## config.mk

```make
export PLATFORM = sky130hd
export DESIGN_NAME = omc_ctrl
export DESIGN_NICKNAME = d
export VERILOG_FILES = /design/src/verilog/omc_pkg.sv /design/src/verilog/omc_ctrl.sv
export SDC_FILE = /design/constraint.sdc
export NUM_CORES = 1
export LEC_CHECK = 0
export BUFFER_PORTS_ARGS = -buffer_cell sky130_fd_sc_hd__buf_2
export CAP_MARGIN = 10
export CORE_MARGIN = 8
export CORE_UTILIZATION = 55
export CTS_CLUSTER_DIAMETER = 100
export DETAILED_ROUTE_END_ITERATION = 16
export GPL_ROUTABILITY_DRIVEN = 0
export PLACE_DENSITY_LB_ADDON = 0.2
export SKIP_LAST_GASP = 1
export SYNTH_ARGS = -nofsm -noshare
export SYNTH_HDL_FRONTEND = slang
export SYNTH_SLANG_ARGS = --single-unit
```

## constraint.sdc

```tcl
create_clock -name clk_sys -period 4.4 [get_ports clk_sys]
set_input_delay 0.88 -clock clk_sys [delete_from_list [all_inputs] [get_ports clk_sys]]
set_output_delay 0.88 -clock clk_sys [all_outputs]
set_load 0.02 [all_outputs]
```

## src/verilog/omc_pkg.sv

```systemverilog
// Shared constants and types of the operating mode controller.
package omc_pkg;
  // Register byte addresses.
  localparam logic [11:0] OMC_A_MODE = 12'h000;
  localparam logic [11:0] OMC_A_WDT = 12'h004;
  localparam logic [11:0] OMC_A_STAT = 12'h008;
  localparam logic [11:0] OMC_A_IST = 12'h00C;
  localparam logic [11:0] OMC_A_IMSK = 12'h010;
  // Field positions of the system mode register.
  localparam int OMC_B_HL = 0;
  localparam int OMC_B_DIV = 1;
  localparam int OMC_B_IDLE = 4;
  localparam int OMC_B_LRDY = 5;
  localparam int OMC_B_HRDY = 6;
  localparam int OMC_B_PAW = 8;
  // Field positions of the watchdog control register.
  localparam int OMC_B_WEN = 0;
  localparam int OMC_B_WSUB = 1;
  localparam int OMC_B_WSEL = 2;
  localparam int OMC_B_KEEP = 5;
  localparam int OMC_B_VDET = 6;
  // Field positions of the status register.
  localparam int OMC_B_PDN = 0;
  localparam int OMC_B_TO = 1;
  localparam int OMC_B_WCLR = 2;
  // Event bits of the interrupt status and mask registers.
  localparam int OMC_E_HALT = 0;
  localparam int OMC_E_WAKE = 1;
  localparam int OMC_E_WOVF = 2;
  localparam int OMC_E_HRDY = 3;
  localparam int OMC_NEV = 4;
  localparam int OMC_PA_W = 8;
  // Reset values.
  localparam logic OMC_RST_HL = 1'b1;
  localparam logic [2:0] OMC_RST_DIV = 3'h0;
  localparam logic OMC_RST_WEN = 1'b1;
  localparam logic [2:0] OMC_RST_WSEL = 3'h7;
  // Timing counts and limits.
  localparam int OMC_HOSC_XTAL_CYC = 1024;
  localparam int OMC_HOSC_RC_CYC = 16;
  localparam logic [2:0] OMC_SLOW_DIV_MAX = 3'h1;
  localparam logic [15:0] OMC_WDT_MIN = 16'h0100;

  // Operating modes of the controller.
  typedef enum logic [2:0] {
    OMC_NORMAL = 3'b000,
    OMC_SLOW = 3'b001,
    OMC_SLEEP_ALL_STOPPED = 3'b010,
    OMC_SLEEP_SUB_RUNNING = 3'b011,
    OMC_IDLE_SUB_ONLY = 3'b100,
    OMC_IDLE_SYSCLK_ON = 3'b101,
    OMC_HWAIT = 3'b110
  } omc_mode_t;

  // APB request from the master.
  typedef struct packed {
    logic psel;
    logic penable;
    logic pwrite;
    logic [11:0] paddr;
    logic [31:0] pwdata;
  } omc_apb_req_t;

  // APB answer to the master.
  typedef struct packed {
    logic [31:0] prdata;
    logic pready;
    logic pslverr;
  } omc_apb_rsp_t;

  // Clock gate outputs towards the clock tree.
  typedef struct packed {
    logic sys_en;
    logic tb_en;
    logic sub_en;
    logic wdt_clk_en;
    logic hosc_en;
    logic hdiv_en;
    logic use_low;
  } omc_clk_t;
endpackage

```

## src/verilog/omc_ctrl.sv

```systemverilog
// Operating mode controller: clock selection, low power modes and watchdog.
//
// Operation
// RULE1: Low clock with divider 000/001 gives slow.
// RULE2: Low clock stops high source and dividers.
// RULE3: Slow entered only with low oscillator ready; a wake from halt returns to slow without checking it.
// RULE4: High select or divider 010-111 gives normal.
// RULE5: High oscillator ready flag readable; software checks.
// RULE6: Halt, no idle, watchdog/detector off: deepest sleep.
// RULE7: Deepest sleep clears and stops watchdog.
// RULE8: Halt, no idle, watchdog/detector on: sub sleep.
// RULE9: Sub sleep clears watchdog, counts on sub clock.
// RULE10: Halt, idle, no keep: first idle mode.
// RULE11: First idle: sub watchdog runs, system one stops.
// RULE12: Halt, idle, keep: second idle, clocks run.
// RULE13: Second idle: watchdog cleared, runs either source.
// RULE14: Halt stops execution, state kept.
// RULE15: Halt sets power-down, clears timeout flag.
// RULE16: High ready cleared, rises after wait count.
// RULE17: Wake on port fall, interrupt, watchdog.
// RULE18: Keep old clock until high oscillator ready.
//
// Design decisions made here: register access over APB and the placing of the registers.
`timescale 1ns/100ps
`default_nettype none
module omc_ctrl #(
  parameter int HOSC_WAIT = omc_pkg::OMC_HOSC_XTAL_CYC
) (
  input wire logic clk_sys,
  input wire logic sys_rst,
  input wire omc_pkg::omc_apb_req_t apb_req,
  output omc_pkg::omc_apb_rsp_t apb_rsp,
  input wire logic halt_req,
  input wire logic low_osc_stable,
  input wire logic sub_tick,
  input wire logic [omc_pkg::OMC_PA_W-1:0] port_a_in,
  input wire logic sys_irq_req,
  output omc_pkg::omc_clk_t clk_gate,
  output logic cpu_halted,
  output logic wdt_reset,
  output logic irq,
  output omc_pkg::omc_mode_t mode
);
  import omc_pkg::*;

  // The wait counter is eleven bits wide.
  if (HOSC_WAIT < 1 || HOSC_WAIT > 2047) begin : g_chk
    $error("HOSC_WAIT must lie between 1 and 2047");
  end

  localparam logic [10:0] HW_LAST = 11'(HOSC_WAIT - 1);

  // Whole state of the controller.
  typedef struct packed {
    omc_mode_t mode;
    logic run_low;
    logic hl;
    logic [2:0] div;
    logic idle_en;
    logic [OMC_PA_W-1:0] pa_wen;
    logic wdt_en;
    logic wdt_sub;
    logic [2:0] wdt_sel;
    logic keep_sys;
    logic vdet_en;
    logic pwr_dn;
    logic to;
    logic [OMC_NEV-1:0] ist;
    logic [OMC_NEV-1:0] imsk;
    logic [10:0] hcnt;
    logic hrdy;
    logic lrdy;
    logic [15:0] wcnt;
    logic [OMC_PA_W-1:0] pa_prev;
    logic wdt_rst;
    logic halted;
    logic irq;
    omc_clk_t ck;
    omc_apb_rsp_t rsp;
  } omc_st_t;

  omc_st_t st_r; // Registered state.
  omc_st_t st_nxt; // Next state.
  logic want_slow; // Software asks for the low clock.
  logic run; // CPU is executing.
  logic lp; // A sleep or idle mode is active.
  logic wtick; // Watchdog counts this cycle.
  logic wovf; // Watchdog overflows this cycle.
  logic wake; // A wake-up source fired.
  logic hclr; // Halt entry clears the watchdog.
  logic wclr; // Software clears the watchdog.
  logic wr; // APB write takes effect.
  logic [15:0] wlim; // Last watchdog count before overflow.
  logic [OMC_NEV-1:0] ev; // Events of this cycle.
  logic [OMC_NEV-1:0] iclr; // Status bits cleared by software.

  // Next state of the whole controller.
  always_comb begin
    st_nxt = st_r;
    ev = '0;
    iclr = '0;
    wclr = 1'b0;
    hclr = 1'b0;
    st_nxt.pa_prev = port_a_in;
    st_nxt.lrdy = low_osc_stable;
    want_slow = !st_r.hl && (st_r.div <= OMC_SLOW_DIV_MAX); // [RULE1] [RULE4]
    run = (st_r.mode == OMC_NORMAL) || (st_r.mode == OMC_SLOW);
    lp = !run && (st_r.mode != OMC_HWAIT);
    wlim = 16'(OMC_WDT_MIN << st_r.wdt_sel) - 16'h0001;
    // Watchdog ticks only from a running source clock.
    wtick = st_r.wdt_en && (st_r.wdt_sub ? (sub_tick && st_r.ck.sub_en) : st_r.ck.sys_en);
    wovf = wtick && (st_r.wcnt == wlim);
    wake = (|(st_r.pa_prev & ~port_a_in & st_r.pa_wen)) || sys_irq_req || wovf; // [RULE17]

    // APB answers one cycle after setup, so access has no wait state.
    wr = apb_req.psel && apb_req.penable && st_r.rsp.pready && apb_req.pwrite;
    st_nxt.rsp.pready = apb_req.psel && !apb_req.penable;
    st_nxt.rsp.prdata = '0;
    st_nxt.rsp.pslverr = 1'b0;
    if (apb_req.psel && !apb_req.penable) begin
      case (apb_req.paddr)
        OMC_A_MODE: begin
          st_nxt.rsp.prdata[OMC_B_HL] = st_r.hl;
          st_nxt.rsp.prdata[OMC_B_DIV +: 3] = st_r.div;
          st_nxt.rsp.prdata[OMC_B_IDLE] = st_r.idle_en;
          st_nxt.rsp.prdata[OMC_B_LRDY] = st_r.lrdy; // [RULE3]
          st_nxt.rsp.prdata[OMC_B_HRDY] = st_r.hrdy; // [RULE5]
          st_nxt.rsp.prdata[OMC_B_PAW +: OMC_PA_W] = st_r.pa_wen;
        end
        OMC_A_WDT: begin
          st_nxt.rsp.prdata[OMC_B_WEN] = st_r.wdt_en;
          st_nxt.rsp.prdata[OMC_B_WSUB] = st_r.wdt_sub;
          st_nxt.rsp.prdata[OMC_B_WSEL +: 3] = st_r.wdt_sel;
          st_nxt.rsp.prdata[OMC_B_KEEP] = st_r.keep_sys;
          st_nxt.rsp.prdata[OMC_B_VDET] = st_r.vdet_en;
        end
        OMC_A_STAT: begin
          st_nxt.rsp.prdata[OMC_B_PDN] = st_r.pwr_dn;
          st_nxt.rsp.prdata[OMC_B_TO] = st_r.to;
        end
        OMC_A_IST: begin
          st_nxt.rsp.prdata[OMC_NEV-1:0] = st_r.ist;
        end
        OMC_A_IMSK: begin
          st_nxt.rsp.prdata[OMC_NEV-1:0] = st_r.imsk;
        end
        default: begin
          st_nxt.rsp.pslverr = 1'b1;
        end
      endcase
    end

    // Register writes at the access edge.
    if (wr) begin
      case (apb_req.paddr)
        OMC_A_MODE: begin
          st_nxt.hl = apb_req.pwdata[OMC_B_HL];
          st_nxt.div = apb_req.pwdata[OMC_B_DIV +: 3];
          st_nxt.idle_en = apb_req.pwdata[OMC_B_IDLE];
          st_nxt.pa_wen = apb_req.pwdata[OMC_B_PAW +: OMC_PA_W];
        end
        OMC_A_WDT: begin
          st_nxt.wdt_en = apb_req.pwdata[OMC_B_WEN];
          st_nxt.wdt_sub = apb_req.pwdata[OMC_B_WSUB];
          st_nxt.wdt_sel = apb_req.pwdata[OMC_B_WSEL +: 3];
          st_nxt.keep_sys = apb_req.pwdata[OMC_B_KEEP];
          st_nxt.vdet_en = apb_req.pwdata[OMC_B_VDET];
        end
        OMC_A_STAT: begin
          // Writing the clear bit acts like the clear-watchdog instruction.
          wclr = apb_req.pwdata[OMC_B_WCLR];
          if (wclr) begin
            st_nxt.pwr_dn = 1'b0;
            st_nxt.to = 1'b0;
          end
        end
        OMC_A_IST: begin
          iclr = apb_req.pwdata[OMC_NEV-1:0];
        end
        OMC_A_IMSK: begin
          st_nxt.imsk = apb_req.pwdata[OMC_NEV-1:0];
        end
        default: begin
          st_nxt.imsk = st_r.imsk;
        end
      endcase
    end

    // Operating mode sequence.
    case (st_r.mode)
      OMC_NORMAL, OMC_SLOW: begin
        if (halt_req) begin
          hclr = 1'b1;
          st_nxt.run_low = (st_r.mode == OMC_SLOW);
          st_nxt.pwr_dn = 1'b1; // [RULE15]
          st_nxt.to = 1'b0; // [RULE15]
          ev[OMC_E_HALT] = 1'b1;
          if (!st_r.idle_en && !st_r.wdt_en && !st_r.vdet_en) begin
            st_nxt.mode = OMC_SLEEP_ALL_STOPPED; // [RULE6]
          end else if (!st_r.idle_en) begin
            st_nxt.mode = OMC_SLEEP_SUB_RUNNING; // [RULE8]
          end else if (!st_r.keep_sys) begin
            st_nxt.mode = OMC_IDLE_SUB_ONLY; // [RULE10]
          end else begin
            st_nxt.mode = OMC_IDLE_SYSCLK_ON; // [RULE12]
          end
        end else if (st_r.mode == OMC_NORMAL && want_slow && st_r.lrdy) begin
          st_nxt.mode = OMC_SLOW; // [RULE1] [RULE3]
        end else if (st_r.mode == OMC_SLOW && !want_slow && st_r.hrdy) begin
          st_nxt.mode = OMC_NORMAL; // [RULE4] [RULE18]
        end
      end
      OMC_SLEEP_ALL_STOPPED, OMC_SLEEP_SUB_RUNNING, OMC_IDLE_SUB_ONLY,
      OMC_IDLE_SYSCLK_ON: begin
        // Return to the clock that ran before the halt.
        if (wake) begin
          ev[OMC_E_WAKE] = 1'b1;
          if (st_r.run_low) begin
            st_nxt.mode = OMC_SLOW;
          end else if (st_r.hrdy) begin
            st_nxt.mode = OMC_NORMAL;
          end else begin
            st_nxt.mode = OMC_HWAIT; // [RULE16]
          end
        end
      end
      OMC_HWAIT: begin
        // Execution resumes only once the high oscillator is stable.
        if (st_r.hrdy) begin
          st_nxt.mode = OMC_NORMAL;
        end
      end
      default: begin
        st_nxt.mode = OMC_NORMAL;
      end
    endcase

    // Watchdog counter, cleared at halt entry and then gated by its clock.
    if (hclr || wclr || wovf) begin
      st_nxt.wcnt = '0; // [RULE7] [RULE9] [RULE11] [RULE13]
    end else if (wtick) begin
      st_nxt.wcnt = st_r.wcnt + 16'h0001;
    end
    st_nxt.wdt_rst = wovf;
    if (wovf) begin
      st_nxt.to = 1'b1;
      ev[OMC_E_WOVF] = 1'b1;
    end

    // High oscillator wait counter; the flag drops while the source is off.
    if (!st_r.ck.hosc_en) begin
      st_nxt.hcnt = '0;
      st_nxt.hrdy = 1'b0; // [RULE16]
    end else if (!st_r.hrdy) begin
      if (st_r.hcnt == HW_LAST) begin
        st_nxt.hrdy = 1'b1; // [RULE5] [RULE16]
        ev[OMC_E_HRDY] = 1'b1;
      end else begin
        st_nxt.hcnt = st_r.hcnt + 11'h001;
      end
    end

    // Clock gates follow the next mode so they switch with it.
    st_nxt.ck = '0;
    case (st_nxt.mode)
      OMC_NORMAL: begin
        st_nxt.ck.sys_en = 1'b1;
        st_nxt.ck.tb_en = 1'b1;
        st_nxt.ck.sub_en = 1'b1;
        st_nxt.ck.hosc_en = 1'b1;
      end
      OMC_SLOW: begin
        st_nxt.ck.sys_en = 1'b1;
        st_nxt.ck.tb_en = 1'b1;
        st_nxt.ck.sub_en = 1'b1;
        st_nxt.ck.use_low = 1'b1; // [RULE18]
        // High source starts only when a return to normal is pending.
        st_nxt.ck.hosc_en = !(!st_nxt.hl && (st_nxt.div <= OMC_SLOW_DIV_MAX)); // [RULE2]
      end
      OMC_SLEEP_SUB_RUNNING: begin
        st_nxt.ck.sub_en = 1'b1; // [RULE8]
        st_nxt.ck.use_low = st_nxt.run_low;
      end
      OMC_IDLE_SUB_ONLY: begin
        st_nxt.ck.tb_en = 1'b1; // [RULE10]
        st_nxt.ck.sub_en = 1'b1;
        st_nxt.ck.use_low = st_nxt.run_low;
      end
      OMC_IDLE_SYSCLK_ON: begin
        st_nxt.ck.sys_en = 1'b1; // [RULE12]
        st_nxt.ck.tb_en = 1'b1;
        st_nxt.ck.sub_en = 1'b1;
        st_nxt.ck.use_low = st_nxt.run_low;
        st_nxt.ck.hosc_en = !st_nxt.run_low;
      end
      OMC_HWAIT: begin
        st_nxt.ck.sub_en = 1'b1;
        st_nxt.ck.hosc_en = 1'b1;
      end
      default: begin
        st_nxt.ck.use_low = st_nxt.run_low; // [RULE6]
      end
    endcase
    st_nxt.ck.hdiv_en = st_nxt.ck.hosc_en; // [RULE2]
    st_nxt.ck.wdt_clk_en = st_nxt.wdt_en &&
        (st_nxt.wdt_sub ? st_nxt.ck.sub_en : st_nxt.ck.sys_en); // [RULE7] [RULE11]
    st_nxt.halted = (st_nxt.mode != OMC_NORMAL) && (st_nxt.mode != OMC_SLOW); // [RULE14]

    // Sticky events; a new event wins over a clear in the same cycle.
    st_nxt.ist = (st_r.ist & ~iclr) | ev;
    st_nxt.irq = |(st_nxt.ist & st_nxt.imsk);
  end

  // State register.
  always_ff @(posedge clk_sys or posedge sys_rst) begin
    if (sys_rst) begin
      st_r <= '0;
      st_r.mode <= OMC_NORMAL;
      st_r.hl <= OMC_RST_HL;
      st_r.div <= OMC_RST_DIV;
      st_r.wdt_en <= OMC_RST_WEN;
      st_r.wdt_sel <= OMC_RST_WSEL;
      st_r.pa_prev <= '1;
      st_r.ck.sys_en <= 1'b1;
      st_r.ck.tb_en <= 1'b1;
      st_r.ck.sub_en <= 1'b1;
      st_r.ck.hosc_en <= 1'b1;
      st_r.ck.hdiv_en <= 1'b1;
      st_r.ck.wdt_clk_en <= OMC_RST_WEN;
    end else begin
      st_r <= st_nxt;
    end
  end

  // Outputs come straight from the state register.
  assign apb_rsp = st_r.rsp;
  assign clk_gate = st_r.ck;
  assign cpu_halted = st_r.halted;
  assign wdt_reset = st_r.wdt_rst;
  assign irq = st_r.irq;
  assign mode = st_r.mode;
endmodule
`default_nettype wire

```

## Yosys cells after proc, flatten, opt, wreduce, memory -nomap -nowiden

Cells that the tools add are included.

| word-level totals | value |
|---|---|
| bits in latches | 0 |
| flip-flop bits (word level) | 97 |
| memories kept | 0 |
| ROM bits | 0 |
| output and inout port bits | 47 |
| bits in writable memories | 0 |
| input port bits | 61 |
| word-level logic and storage cells | 167 |

| cells by class | value |
|---|---|
| muxes and demuxes | 55 |
| multiply operators | 0 |
| order comparisons | 2 |
| div/mod/pow operators | 0 |
| shift operators | 1 |
| reduce and logical (&&, ||, !) cells | 47 |
| bitwise logic cells | 7 |
| $add $sub $neg | 3 |
| eq/ne operators | 20 |

Operators by type and width:

| kind | number |
|---|---|
| $mux W16 | 2 |
| $mux W3 | 9 |
| $eq A12 B4 Y1 const B | 2 |
| $mux W12 | 2 |
| $mux W22 | 1 |
| $mux W1 | 21 |
| $eq A3 B3 Y1 const B | 6 |
| $logic_and A1 B1 Y1 | 17 |
| $add A16 B1 Y16 const B | 1 |
| $and A8 B8 Y8 | 2 |
| $eq A16 B16 Y1 | 1 |
| $mux W4 | 4 |
| $mux W8 | 2 |
| $shl A9 B3 Y16 const A | 1 |
| $sub A16 B1 Y16 const B | 1 |
| $mux W7 | 2 |
| $mux W13 | 1 |
| $eq A12 B3 Y1 const B | 1 |
| $eq A12 B5 Y1 const B | 1 |
| $logic_not A12 Y1 | 1 |
| $reduce_or A4 Y1 | 3 |
| $add A11 B1 Y11 const B | 1 |
| $eq A11 B10 Y1 const B | 1 |
| $mux W11 | 1 |
| other kinds (27) | 51 |

## Logic depth before layout (Yosys ltp)

| logic depth | value |
|---|---|
| depth in word-level cells | 14 |
| mapped depth | 14 |
| mapped depth without buffers | 12 |

## Worst setup path after synthesis

OpenSTA, ideal clock, no wires.

| timing path | value |
|---|---|
| kind | reg-to-reg |
| start | register st_r[93] (netlist name) |
| end | register st_r (netlist bit clk_gate[1]) |
| cell stages (with the launch flop) | 14 |
| path buffers | 3 |
| setup slack | 1.111 ns |
| required time | 4.318 ns |
| data arrival time | 3.207 ns |
| period minus slack after synthesis | 3.289 ns |
| cells stage by stage | dfstp_2 buf_6 or3_1 ha_1 buf_4 or4b_1 nand4_1 o2111ai_2 a2111oi_4 o22ai_2 a211o_1 buf_6 xnor2_1 a211o_1 |

RTL lines:

| what | line | RTL |
|---|---|---|
| start, declared | omc_ctrl.sv:82 | `omc_st_t st_r;` |
| start signal, assigned | omc_ctrl.sv:331 | `st_r <= st_nxt;` |

==> run summary <==
CP endpoint kind: flop
CTS buffer count: 9
Area Overhead vs Synth: 7.15%
worst slew pin tran: 0.728 ns
area of the mapped netlist: 4900 um2
Finished Core Util: 60.5%
final net count: 561
row cnt: 34
post-synth cell types: 67
status: complete, no violations
Post-CTS Setup Bufs: 0
DR iter-0 viols: 169
CTS Hold Bufs: 0
total wire length: 10200 um
ANT cells: 0
Core Box Area: 8680 um2
largest net degree at the start of global routing: 38
DR WL/cell: 16.8 um
gr ovfl total: 0
Post-synth EDFFs: 0
fin crit share: 81.5%
# DRC: 0
cell area after layout: 5250 um2
VDD IR max: 0.000330 V
synthesized instance count: 453
Synth area leaders: dfrtp_1 (40%), dfstp_2 (9.7%), buf_4 (7.0%)
leak pwr: 2.55 nW
sequential area share after synthesis: 50.0%
Worst Hold Path Cells: 2
CTS root buffer: clkbuf_8
commonest non-fill, non-tap cell in the layout: dfrtp_1
final setup violating endpoints: 0
critical path fanouts, max: 15
MaxCap Viol Count: 0
Placed Cells: 593
Clock Skews: 0.0165 ns
worst hold-check path type: flop to flop
Hold Path Origin: st_r[90]$_DFF_PP0_
global-route wire length before repair: 16600 um
Worst setup SP type: flop
Syn Area/Cell: 10.8 um2
Critical Path AT: 3.88 ns
CTS H-Tree Depth: 3
layout cells sized above 1: 30.3%
path depth of the worst reg2reg path: 10
drt first pass iters: 4
Non-Filler Instances: 609
Worst slew margin: 51.1%
Slew Limit Fails: 0
# resized after CTS: 0
synthesis-stage register bit count: 97
vias post-DR: 3374
all-layer global routing usage: 17.4%
most frequent cells in the layout: dfrtp_1 (79), buf_2 (73), nand2_1 (43), nor2_1 (28), mux2_2 (22)
vias in the first global route: 3317
kind of critical path: flop to flop
P per Cell Area: 380 nW/um2
Syn. warnings: 0
vias per cell: 5.54
Port Buffer Count: 73
Die Ht: 110 um
async set-reset flop share out of synthesis: 100%
area leader, netlist: dfrtp_1
Area after DPL: 5050 um2
Die ar.: 12200 um2
Max Clock Freq: 0.279 GHz
clock-pin slew on the worst setup and hold paths: 0.09 ns
clk sinks: 97
CTS tree: done
Max Buffers Root-to-Sink: 2
fin crit period: 3.59 ns
RSZ-0062 raised after global routing: no
Worst Hold End: st_r[90]$_DFF_PP0_
RR Startpoint: st_r[95]$_DFFE_PP1P_
antenna viol nets, final: 0
Initial Util: 56.4%
clock latency on the worst-skew pair: 0.37 ns
antenna violations before repair: 0
I/O pin count: 108
Final HPWL DP: 7540 um
WP data required: 4.69 ns
Synth top area share: 40.4%
endpoints failing hold: 0
top_reg_cell synth: dfrtp_1
die width: 110 um
setup TNS: 0 ns
worst r2r dst: clk_gate[1]$_DFF_PP1_
R2R Setup Slk: 0.81 ns
-- cell families (layout without fill, tap and decap cells) --
family          count (synthesis)  in the layout  synth area share (%)
buf+inv                        74            106                  9.96
mux                            26             26                  5.87
flops                          97             97                  50.0
compound gates                 62             62                  10.5
fa+ha+maj                       5              5                  1.23
simple gates                  162            162                  17.7
xor+xnor                       26             26                  4.65
other cells                     1             17                0.0766
-- metrics by stage --
step / hold slack, ns / worst slack (ns) / power [mW]
floorplan: 0.446 / 1.02 / 1.41
global placement: 0.466 / 0.854 / 1.44
detailed placement: 0.463 / 0.836 / 1.44
CTS: 0.487 / 0.823 / 2.02
global route: 0.506 / 0.635 / 2.10
finish: 0.488 / 0.813 / 1.99
-- state kept, by name, summed over array words and instances (netlist names) --
name	flops
apb_rsp	17
mode	3
cpu_halted	1
st_r	68
clk_gate	6
irq	1
wdt_reset	1
-- layout make-up --
type / instances / area, um2
Clock buffer: 9 / 124
Multi-Input combinational cell: 298 / 2020
Tap cell: 108 / 135
Timing Repair Buffer: 78 / 403
Sequential cell: 97 / 2450
Fill cell: 738 / 3430
Inverter: 12 / 46.3
Clock inverter: 7 / 70.1
-- cells in the mapped netlist (4+ instances only) --
library cell,count
dfrtp_1,79
buf_4,46
nand2_1,43
nor2_1,28
mux2_2,22
dfstp_2,18
and3_1,15
xnor2_1,13
xor2_1,13
inv_1,12
nand3_1,11
nand4_1,11
a22oi_1,9
o21ai_0,9
a21oi_1,8
and2_1,8
clkbuf_1,8
nand3b_1,6
nor2b_1,6
nor3_1,5
ha_1,4
mux2i_1,4
or3_1,4
-- worst max-delay path, cell delays in order, from the launching register on --
cell	delay, ns
dfstp_2	0.45
or3_1	0.41
ha_1	0.31
or4b_1	0.48
nand4_1	0.14
o2111ai_2	0.16
a2111oi_4	0.44
o22ai_2	0.16
a211o_1	0.46
xnor2_1	0.19
a211o_1	0.31
-- layer usage --
layer / GRT usage, % / part of all wire [%] / vias to the layer above / routed length (um)
met5: 0 / 0 / - / 0
met4: 4.57 / 0.84 / 0 / 86
met3: 4.24 / 8.5 / 7 / 869
met2: 26.9 / 45 / 110 / 4590
met1: 24.1 / 46 / 1649 / 4660
li1: - / - / 1608 / -
-- worst max-delay path by stage --
stage,depth (start not counted),startpoint,endpoint,slack (ns)
after CTS,10,st_r[95]$_DFFE_PP1P_,clk_gate[0]$_DFF_PP0_,0.82
after global placement,10,st_r[95]$_DFFE_PP1P_,clk_gate[1]$_DFF_PP1_,0.85
final,10,st_r[95]$_DFFE_PP1P_,clk_gate[1]$_DFF_PP1_,0.81
after floorplan,1,sys_rst,apb_rsp[0]$_DFF_PP0_,1.02
after detailed placement,10,st_r[95]$_DFFE_PP1P_,clk_gate[1]$_DFF_PP1_,0.84
after global routing,10,st_r[95]$_DFFE_PP1P_,clk_gate[0]$_DFF_PP0_,0.64
-- power by group --
group / internal (mW) / switching [mW]
registers: 0.959 / 0.0446
clock network: 0.222 / 0.346
logic: 0.161 / 0.260
(Power assumes the default switching activity.)
